==> config.mk <==
export PLATFORM = sky130hd
export DESIGN_NAME = swrc_ctrl
export DESIGN_NICKNAME = d
export VERILOG_FILES = /design/src/rtl/swrc_pkg.sv /design/src/rtl/swrc_strobe_if.sv /design/src/rtl/swrc_strobe_det.sv /design/src/rtl/swrc_ctrl.sv
export SDC_FILE = /design/constraint.sdc
export NUM_CORES = 1
export LEC_CHECK = 0
export BUFFER_PORTS_ARGS = -buffer_cell sky130_fd_sc_hd__buf_2
export CAP_MARGIN = 10
export CORE_ASPECT_RATIO = 1.5
export CORE_MARGIN = 2
export CORE_UTILIZATION = 49
export DETAILED_ROUTE_END_ITERATION = 12
export PLACE_DENSITY_LB_ADDON = 0.3
export RECOVER_POWER = 100
export SYNTH_ARGS = -nofsm -noshare
export SYNTH_HDL_FRONTEND = slang
export SYNTH_SLANG_ARGS = --single-unit
export TNS_END_PERCENT = 10
==> constraint.sdc <==
create_clock -name clk_sys -period 3.3 [get_ports clk_sys]
set_input_delay 0.99 -clock clk_sys [delete_from_list [all_inputs] [get_ports clk_sys]]
set_output_delay 0.99 -clock clk_sys [all_outputs]
set_load 0.01 [all_outputs]
==> src/rtl/swrc_pkg.sv <==
// Shared constants and types for suspend, wakeup and reset control
package swrc_pkg;
  localparam int unsigned CLK_PERIOD_NS  = 10;
  localparam int unsigned RST_HOLD_MS    = 5;
  localparam int unsigned RST_HOLD_CYC   =
    RST_HOLD_MS * 1000000 / CLK_PERIOD_NS;
  localparam int unsigned RST_CNT_W      = 20;
  localparam logic [15:0] PID_DEFAULT    = 16'h1111;
  localparam logic [15:0] PID_ALTERNATE  = 16'h2222;
  localparam logic        CLK_SEL_48M    = 1'b1;
  localparam logic        CLK_SEL_6M     = 1'b0;

  typedef enum logic [2:0] {
    SWRC_ST_HOLD  = 3'b001,
    SWRC_ST_RUN   = 3'b010,
    SWRC_ST_XRST  = 3'b100
  } swrc_rst_state_t;
endpackage : swrc_pkg

==> src/rtl/swrc_strobe_if.sv <==
// Strobe path between input conditioning and the control core
`timescale 1ns/100ps
interface swrc_strobe_if;
  logic strobe;
  modport src (output strobe);
  modport dst (input strobe);
endinterface : swrc_strobe_if

==> src/rtl/swrc_strobe_det.sv <==
// Synchroniser and falling-edge detector for the strobe input
`timescale 1ns/100ps
module swrc_strobe_det (
  input  wire logic   clk_sys,
  input  wire logic   reset_n,
  input  wire logic   pin_n,
  swrc_strobe_if.src  out
);
  logic meta_q;
  logic sync_q;
  logic last_q;

  always_ff @(posedge clk_sys) begin
    if (!reset_n) begin
      meta_q <= 1'b1;
      sync_q <= 1'b1;
      last_q <= 1'b1;
    end else begin
      meta_q <= pin_n;
      sync_q <= meta_q;
      last_q <= sync_q;
    end
  end

  assign out.strobe = last_q & ~sync_q;
endmodule : swrc_strobe_det

==> src/rtl/swrc_ctrl.sv <==
// Suspend, wakeup, reset-out and strap control core
`timescale 1ns/100ps
module swrc_ctrl
  import swrc_pkg::*;
#(
  parameter int unsigned HOLD_CYC = swrc_pkg::RST_HOLD_CYC
) (
  input  wire logic        clk_sys,
  input  wire logic        reset_n,
  input  wire logic        usb_configured,
  input  wire logic        usb_suspended,
  input  wire logic        usb_bus_reset,
  input  wire logic        remote_wake_en,
  input  wire logic        if_pulldown_en,
  input  wire logic        test_mode,
  input  wire logic        send_now_wake_n,
  input  wire logic        osc_in,
  input  wire logic        cfgmem_select_i,
  input  wire logic        cfgmem_clock_i,
  input  wire logic        cfgmem_select_o,
  input  wire logic        cfgmem_clock_o,
  input  wire logic        cfgmem_data_o,
  input  wire logic        cfgmem_data_oe,
  input  wire logic        tx_space_n_core,
  input  wire logic        rx_avail_n_core,
  output logic             power_enable_n,
  output logic             resume_req,
  output logic             tx_flush_req,
  output logic             reset_out_n_o,
  output logic             reset_out_n_oe,
  output logic             core_reset,
  output logic             clk_sel_48m,
  output logic             pid_alternate,
  output logic [15:0]      product_id,
  output logic             osc_out,
  output logic             cfgmem_select_oe,
  output logic             cfgmem_select_out,
  output logic             cfgmem_clock_oe,
  output logic             cfgmem_clock_out,
  output logic             cfgmem_data_oe_pin,
  output logic             cfgmem_data_out,
  output logic             cfgmem_pullup_en,
  output logic             tx_space_n_o,
  output logic             tx_space_n_oe,
  output logic             rx_avail_n_o,
  output logic             rx_avail_n_oe,
  output logic             status_pullup_en,
  output logic             fifo_in_pullup_en,
  output logic             fifo_in_pulldown_en,
  output logic             test_active
);
  import swrc_pkg::*;

  swrc_strobe_if   strobe_if ();
  swrc_rst_state_t state_q;
  swrc_rst_state_t state_d;
  logic [RST_CNT_W-1:0] cnt_q;
  logic            in_reset;
  logic            pwr_q;
  logic            strap_last;
  logic            sel48_q;
  logic            pidalt_q;
  logic            resume_q;
  logic            flush_q;
  logic            osc_q;

  swrc_strobe_det u_strobe (
    .clk_sys (clk_sys),
    .reset_n (reset_n),
    .pin_n   (send_now_wake_n),
    .out     (strobe_if.src)
  );

  // core_reset holds the core in reset during start-up or external reset
  assign in_reset   = (state_q != SWRC_ST_RUN);
  assign core_reset = in_reset;

  // start-up delay then run; external reset
  always_comb begin
    state_d = state_q;
    case (state_q)
      SWRC_ST_HOLD:
        if (cnt_q >= RST_CNT_W'(HOLD_CYC - 1)) begin
          state_d = SWRC_ST_RUN;
        end
      SWRC_ST_RUN:
        state_d = SWRC_ST_RUN;
      SWRC_ST_XRST:
        state_d = SWRC_ST_HOLD;
      default:
        state_d = SWRC_ST_HOLD;
    endcase
  end

  // bus reset deliberately not an input to this sequence
  always_ff @(posedge clk_sys) begin
    if (!reset_n) begin
      state_q <= SWRC_ST_XRST;
      cnt_q   <= '0;
    end else begin
      state_q <= state_d;
      if (state_q == SWRC_ST_HOLD) begin
        cnt_q <= cnt_q + RST_CNT_W'(1);
      end else begin
        cnt_q <= '0;
      end
    end
  end

  // float while holding, driven high when running
  always_comb begin
    reset_out_n_o  = 1'b0;
    reset_out_n_oe = 1'b0;
    case (state_q)
      SWRC_ST_XRST: begin
        reset_out_n_oe = 1'b1;
      end
      SWRC_ST_RUN: begin
        reset_out_n_o  = 1'b1;
        reset_out_n_oe = 1'b1;
      end
      default: begin
        reset_out_n_oe = 1'b0;
      end
    endcase
  end

  // power enable follows configuration and suspend
  always_ff @(posedge clk_sys) begin
    if (!reset_n || in_reset) begin
      pwr_q <= 1'b1;
    end else begin
      pwr_q <= !(usb_configured && !usb_suspended);
    end
  end
  assign power_enable_n = pwr_q;

  always_ff @(posedge clk_sys) begin
    if (!reset_n || in_reset) begin
      resume_q <= 1'b0;
      flush_q  <= 1'b0;
    end else begin
      resume_q <= strobe_if.strobe && pwr_q && remote_wake_en;
      flush_q  <= strobe_if.strobe && !pwr_q;
    end
  end
  assign resume_req   = resume_q;
  assign tx_flush_req = flush_q;

  // Last hold cycle: pins still released, so only the resistors set them
  assign strap_last = (state_q == SWRC_ST_HOLD) && (state_d == SWRC_ST_RUN);

  // straps caught on the last reset cycle
  always_ff @(posedge clk_sys) begin
    if (!reset_n) begin
      sel48_q  <= CLK_SEL_6M;
      pidalt_q <= 1'b0;
    end else if (strap_last) begin
      sel48_q  <= cfgmem_select_i ? CLK_SEL_6M : CLK_SEL_48M;
      pidalt_q <= !cfgmem_clock_i;
    end
  end
  assign clk_sel_48m   = sel48_q;
  assign pid_alternate = pidalt_q;
  assign product_id    = pidalt_q ? PID_ALTERNATE : PID_DEFAULT;

  always_ff @(posedge clk_sys) begin
    if (!reset_n) begin
      osc_q <= 1'b0;
    end else if (!usb_suspended) begin
      osc_q <= osc_in;
    end
  end
  assign osc_out = osc_q;

  // config memory pins released with pull-up in reset
  assign cfgmem_pullup_en   = in_reset;
  assign cfgmem_select_oe   = !in_reset;
  assign cfgmem_select_out  = cfgmem_select_o;
  assign cfgmem_clock_oe    = !in_reset;
  assign cfgmem_clock_out   = cfgmem_clock_o;
  assign cfgmem_data_oe_pin = !in_reset && cfgmem_data_oe;
  assign cfgmem_data_out    = cfgmem_data_o;

  // status outputs released with pull-up in reset
  assign status_pullup_en = in_reset;
  assign tx_space_n_oe    = !in_reset;
  assign rx_avail_n_oe    = !in_reset;
  assign tx_space_n_o     = tx_space_n_core;
  assign rx_avail_n_o     = rx_avail_n_core;

  // pull-down replaces pull-up while power is off (suspended or unconfigured) out of reset, when enabled
  assign fifo_in_pulldown_en = if_pulldown_en && pwr_q && !in_reset;
  assign fifo_in_pullup_en   = !fifo_in_pulldown_en;

  // test mode is only reported; board must hold it low
  assign test_active = test_mode;
endmodule : swrc_ctrl

==> results of run 1 <==
-- path summary, 6_finish.rpt --
check                        startpoint                          to  slack, ns
max               state_q[2]$_SDFF_PN1_         fifo_in_pulldown_en       0.79
min          u_strobe.meta_q$_SDFF_PN1_  u_strobe.sync_q$_SDFF_PN1_       0.41
max reg2reg        cnt_q[11]$_SDFF_PN0_       state_q[0]$_SDFF_PN0_       1.63
min reg2reg  u_strobe.meta_q$_SDFF_PN1_  u_strobe.sync_q$_SDFF_PN1_       0.41
-- cell type report --
type,count,area [µm²],share of cell area [%]
tap,42,52.6,2.95
multi-input combinational,129,827,46.4
sequential,32,641,36.0
timing repair buffer,36,146,8.22
clock inverter,2,10.0,0.562
clock buffer,6,82.6,4.63
inverter,6,22.5,1.26
-- sequential cells by signal, indices dropped and copies added, names as in the netlist --
register and count:
u_strobe.meta_q 1, u_strobe.last_q 1, tx_flush_req 1, clk_sel_48m 1, pid_alternate 1, osc_out 1, power_enable_n 1, resume_req 1
state_q 3, cnt_q 20, u_strobe.sync_q 1
-- cell families (layout without fill, tap and decap cells) --
kind of cell / count (synthesis) / after routing
muxes: 3 / 3
AOI/OAI and AO/OA: 29 / 29
buffers and inverters: 37 / 50
other: 1 / 8
adders and majority gates: 1 / 1
and+or+nand+nor: 78 / 78
xor gates and xnor gates: 10 / 10
DFF: 32 / 32
-- critical path: cells and delay by family (launching register included) --
kind	cells	cell delay [ns]
buffers and inverters	3	0.47
and+or+nand+nor	3	0.39
DFF	1	0.36
-- metrics by stage --
stage               instance area, µm²  utilization (%)  power, µW
global placement                  1730             51.6        429
detailed placement                1730             51.6        430
CTS                               1820             54.3        738
global route                      1780             53.2        754
floorplan                         1720                -        434
finish                            1780             53.2        726
-- report_power, final --
part	internal (µW)	total, µW	switching, µW
sequential	390	393	2.67
combinational	10.1	27.6	17.5
clock	166	306	139
-- cells in the mapped netlist (all sizes together) (2+ instances only) --
master / n / area, µm²
a211oi: 2 / 25.0
a21o: 2 / 15.0
a21oi: 6 / 30.0
a31oi: 2 / 12.5
a32oi: 2 / 17.5
and2: 4 / 26.3
and3: 5 / 33.8
and4: 2 / 20.0
buf: 29 / 221
clkbuf: 2 / 7.51
dfxtp: 32 / 641
inv: 6 / 22.5
mux2i: 3 / 30.0
nand2: 13 / 56.3
nand2b: 6 / 37.5
nand3: 11 / 67.6
nand4: 5 / 31.3
nor2: 14 / 52.6
nor3: 3 / 20.0
nor4: 3 / 18.8
o2111ai: 2 / 17.5
o21ai: 5 / 25.0
or3: 5 / 32.5
xnor2: 4 / 35.0
xor2: 6 / 52.6
-- layer usage --
layer | wire [µm] | GRT usage (%) | vias to the layer above
met5 | 0 | 0 | -
met1 | 1300 | 19.4 | 617
met2 | 1610 | 30.1 | 42
met4 | 67 | 9.21 | 0
met3 | 192 | 4.31 | 8
li1 | - | - | 686
==> summary.txt, run 1 <==
Worst setup path
  • Max stage delay on crit path: approximately 0.36 ns
  • Critical path data arrival time: between 1.5 and 2 ns
  • Setup CP Type: flop to output pin
  • CP Capture Type: output pin
  • Reg2reg path depth: 4
  • CP Cell Sequence: nor2_1 -> nand2_1 -> inv_1 -> nand3_1 -> inv_1 -> clkbuf_1
  • Max stage delay cell, worst path: dfxtp_1
  • WP data required: ~2.3 ns
  • Crit-path max FO: 10
  • Most used cell, CP: inv_1
  • Startpoint Class: flop

Die
  • Core area: around 3400 µm²
  • # IOs: between 50 and 60
  • Die area: 3960 µm²
  • # rows: 26
  • Die Wd: between 50 and 60 µm
  • Die Y: between 70 and 80 µm
  • Initial core utilization: around half

Timing
  • Fmax: 399 MHz
  • Clk_skew: about 0.0066 ns
  • Final cycle utilization of the critical path: between 70% and 80%
  • Final Setup Violations: 0
  • Crit path time final: 2.51 ns
  • Setup_tns: 0 ns
  • Hold slack: approximately 0.41 ns
  • Max_slew headroom: roughly 63%
  • Final Hold Viols: 0
  • Setup WS post-layout: between 0.7 and 0.8 ns
  • RSZ-0062 raised after global routing: no
  • Worst Tran Pin Value: ~0.55 ns
  • Max Slew Vio Count: 0

Layout
  • Fill cells: between 300 and 400
  • Final Non-Filler Cells: ~250
  • Ratio of cells with drive above 1 in the final layout: roughly an eighth
  • Most frequent cells in the layout: dfxtp_1, clkbuf_1, nor2_1
  • # diodes: 0
  • Commonest non-fill, non-tap cell in the layout: dfxtp_1
  • Area Overhead vs Synth: 4.94%
  • Nets@finish: 229

Outcome
  • Status: completed

Placed design
  • Inst Count DP: 245
  • HPWL after DPL: 2340 µm
  • Placer's final routability congestion estimate: between 0.7 and 0.8
  • Count of port buffers added during placement: 36
  • Setup WS pre-CTS: around 0.96 ns

Synth
  • Yosys warning count: 0
  • Seq/Total Area, Yosys: 37.7%
  • Area share of xor/xnor cells in the synthesized design: under 10%
  • Syn Area/Cell: 8.89 µm²
  • Synth Area in Simple Gates: between 20% and 30%
  • Post-Syn Area: around 1700 µm²
  • Post-synthesis compound-gate area fraction: 12.6%
  • Cells after synthesis: around 190
  • Largest family of logic cells by synthesized area: simple AND/OR/NAND/NOR gates
  • Synth Flop Type: dfxtp_1
  • Adder-Cell Fraction of Synth Area: less than 1%
  • Number of flops mapped to enable cells by yosys: 0
  • Async set-or-reset flop fraction in the synthesized netlist: 0%
  • Multiplexer share of the synthesized area: 1.77%
  • Flop and latch count out of synthesis: 32
  • Netlist cell types: 51

Route
  • Final ANT Viol Nets: 0
  • Vias/cell: 5.35
  • WL final: approximately 3200 µm
  • DRC: 0
  • First-pass DRT Iterations: 4
  • DR WL/cell: approximately 13 µm
  • Routed via count: 1353
  • DRT iter0 DRCs: 12

GRT
  • Vias in the first global route: 1247
  • First-pass GRT wire length: around 5400 µm
  • Overall Global Routing Usage: 17.7%
  • Largest net degree at the start of global routing: 17
  • Total gr overflow: 0
  • Initial antenna violation count: 0

Flow run
  • Max-Cap Viols: 0

Power and ir drop
  • Max VDD drop: around 0.31 mV
  • Leak: 0.000732 µW
  • Power Density: a little over 400 nW/µm²

Clocking
  • # H-tree levels: 2
  • # hold bufs at CTS: 0
  • Gates resized, CTS repair: 0
  • Postcts setup bufs: 0
  • Clock-pin slew on the worst setup and hold paths: 0.07 ns
  • CTS root buffer: clkbuf_8
  • CTS tree: done
  • CTS Buf Count: 5
  • Clock buffer depth: 2
  • Clk sink count: 32
  • Worst-Skew Late Latency: 0.28 ns

Worst hold path
  • Min-delay worst type: flop to flop
  • Hold depth: 1
(Power assumes the default switching activity.)
==> inputs of run 2 (changes only) <==
clock period = 2.4 ns   (was 3.3 ns; I/O delays follow)
==> summary.txt, run 2 (synthesis results as in run 1) <==
Outcome
  • Status: completed

GRT
  • Vias in the first global route: 1211
  • Overall Global Routing Usage: between 15 and 20%
  • Total gr overflow: 0
  • First-pass GRT wire length: ~5300 µm
  • Largest net degree at the start of global routing: 13
  • Initial antenna violation count: 0

Clocking
  • Postcts setup bufs: 0
  • Gates resized, CTS repair: 0
  • # hold bufs at CTS: 0
  • Clock buffer depth: 2
  • CTS Buf Count: 5
  • Clk sink count: 32
  • Worst-Skew Late Latency: between 0.2 and 0.3 ns
  • CTS root buffer: clkbuf_8
  • CTS tree: done
  • Clock-pin slew on the worst setup and hold paths: 0.07 ns
  • # H-tree levels: 2

Power and ir drop
  • Max VDD drop: 0.421 mV
  • Power Density: ~600 nW/µm²
  • Total power: about 1100 µW
  • Leak: around 0.00075 µW

Worst setup path
  • CP bufs+invs: 3
  • WP data required: 1.68 ns
  • CP Capture Type: output pin
  • Max stage delay on crit path: around 0.34 ns
  • CP Cell Sequence: nor2_1 -> nand2_1 -> inv_1 -> nand3_1 -> inv_1 -> buf_2
  • Max stage delay cell, worst path: dfxtp_1
  • Setup CP Type: flop to output pin
  • Delay-heaviest family, CP: buffers and inverters
  • Crit-path max FO: 10
  • Critical path data arrival time: approximately 1.5 ns
  • Most used cell, CP: inv_1
  • Startpoint Class: flop

Timing
  • Worst Tran Pin Value: about 0.78 ns
  • Max Slew Vio Count: 0
  • Final Setup Violations: 0
  • Clk_skew: approximately 0.0076 ns
  • Setup_tns: 0 ns
  • Max_slew headroom: approximately 47%
  • Final Hold Viols: 0
  • Crit path time final: about 2.2 ns
  • Fmax: between 400 and 500 MHz
  • Final cycle utilization of the critical path: about 93%
  • RSZ-0062 raised after global routing: no

Layout
  • # diodes: 0
  • Ratio of cells with drive above 1 in the final layout: between 10% and 20%
  • Largest Register: cnt_q
  • Nets@finish: 230
  • Max reg flops: 20
  • Final Non-Filler Cells: roughly 250
  • Area Overhead vs Synth: 5.23%
  • Top Registers: cnt_q x20, state_q x3
  • Commonest non-fill, non-tap cell in the layout: dfxtp_1
  • Most frequent cells in the layout: dfxtp_1, clkbuf_1, nor2_1

Route
  • Final ANT Viol Nets: 0
  • DRC: 0
  • WL final: roughly 3200 µm
  • Routed via count: approximately 1400
  • DR WL/cell: 12.5 µm
  • Vias/cell: around 5.4
  • First-pass DRT Iterations: 4
  • DRT iter0 DRCs: 13

Die
  • Die area: about 4000 µm²
  • # rows: 26
  • Initial core utilization: roughly half
  • Die Y: ~76 µm
  • Die Wd: between 50 and 60 µm
  • Core area: roughly 3400 µm²
  • # IOs: between 50 and 60

Placed design
  • Inst Count DP: between 200 and 250
  • Placer's final routability congestion estimate: 0.772
  • HPWL after DPL: ~2400 µm
  • Count of port buffers added during placement: 36

Flow run
  • Max-Cap Viols: 0

Worst hold path
  • Min-delay worst type: flop to flop
==> run 2: per-stage QoR <==
stage                     instance area, µm²  utilization (%)  setup WS (ns)  hold slack, ns
after floorplan                         1720                -          0.501           0.386
after global placement                  1740             51.8          0.548           0.395
after detailed placement                1740             51.8          0.518           0.405
after CTS                               1840             55.0          0.199           0.414
after global routing                    1790             53.3         0.0275           0.439
final                                   1790             53.3          0.176           0.409
==> run 2: area by class of cell <==
class                      count  area (µm²)
clock buffer                   6        72.6
clock inverter                 2        35.0
fill                         337        1560
inverter                       6        22.5
multi-input combinational    129         810
sequential                    32         641
tap                           42        52.6
timing repair buffer          37         154
==> run 2: routing by layer <==
layer | track usage [%] | vias to the layer above | part of all wire, %
met1 | 18.0 | 628 | 42
met3 | 4.90 | 8 | 5.7
met2 | 30.3 | 40 | 50
met5 | 0 | - | 0
li1 | - | 690 | -
met4 | 8.68 | 0 | 2.5
==> run 2: worst paths after layout <==
path,startpoint,to,slack [ns],cells past startpoint
setup / recovery,state_q[2]$_SDFF_PN1_,fifo_in_pulldown_en,0.18,6
hold / removal,u_strobe.meta_q$_SDFF_PN1_,u_strobe.sync_q$_SDFF_PN1_,0.41,1
setup reg to reg,cnt_q[2]$_SDFF_PN0_,cnt_q[17]$_SDFF_PN0_,0.66,4
hold reg to reg,u_strobe.meta_q$_SDFF_PN1_,u_strobe.sync_q$_SDFF_PN1_,0.41,1
==> run 2: power breakdown <==
group	internal [µW]	leakage, µW	switching [µW]	total, µW
logic	14.1	0.000432	24.1	38.2
registers	537	0.000259	3.31	540
clock network	308	0.0000552	190	498
total	859	0.000747	218	1080
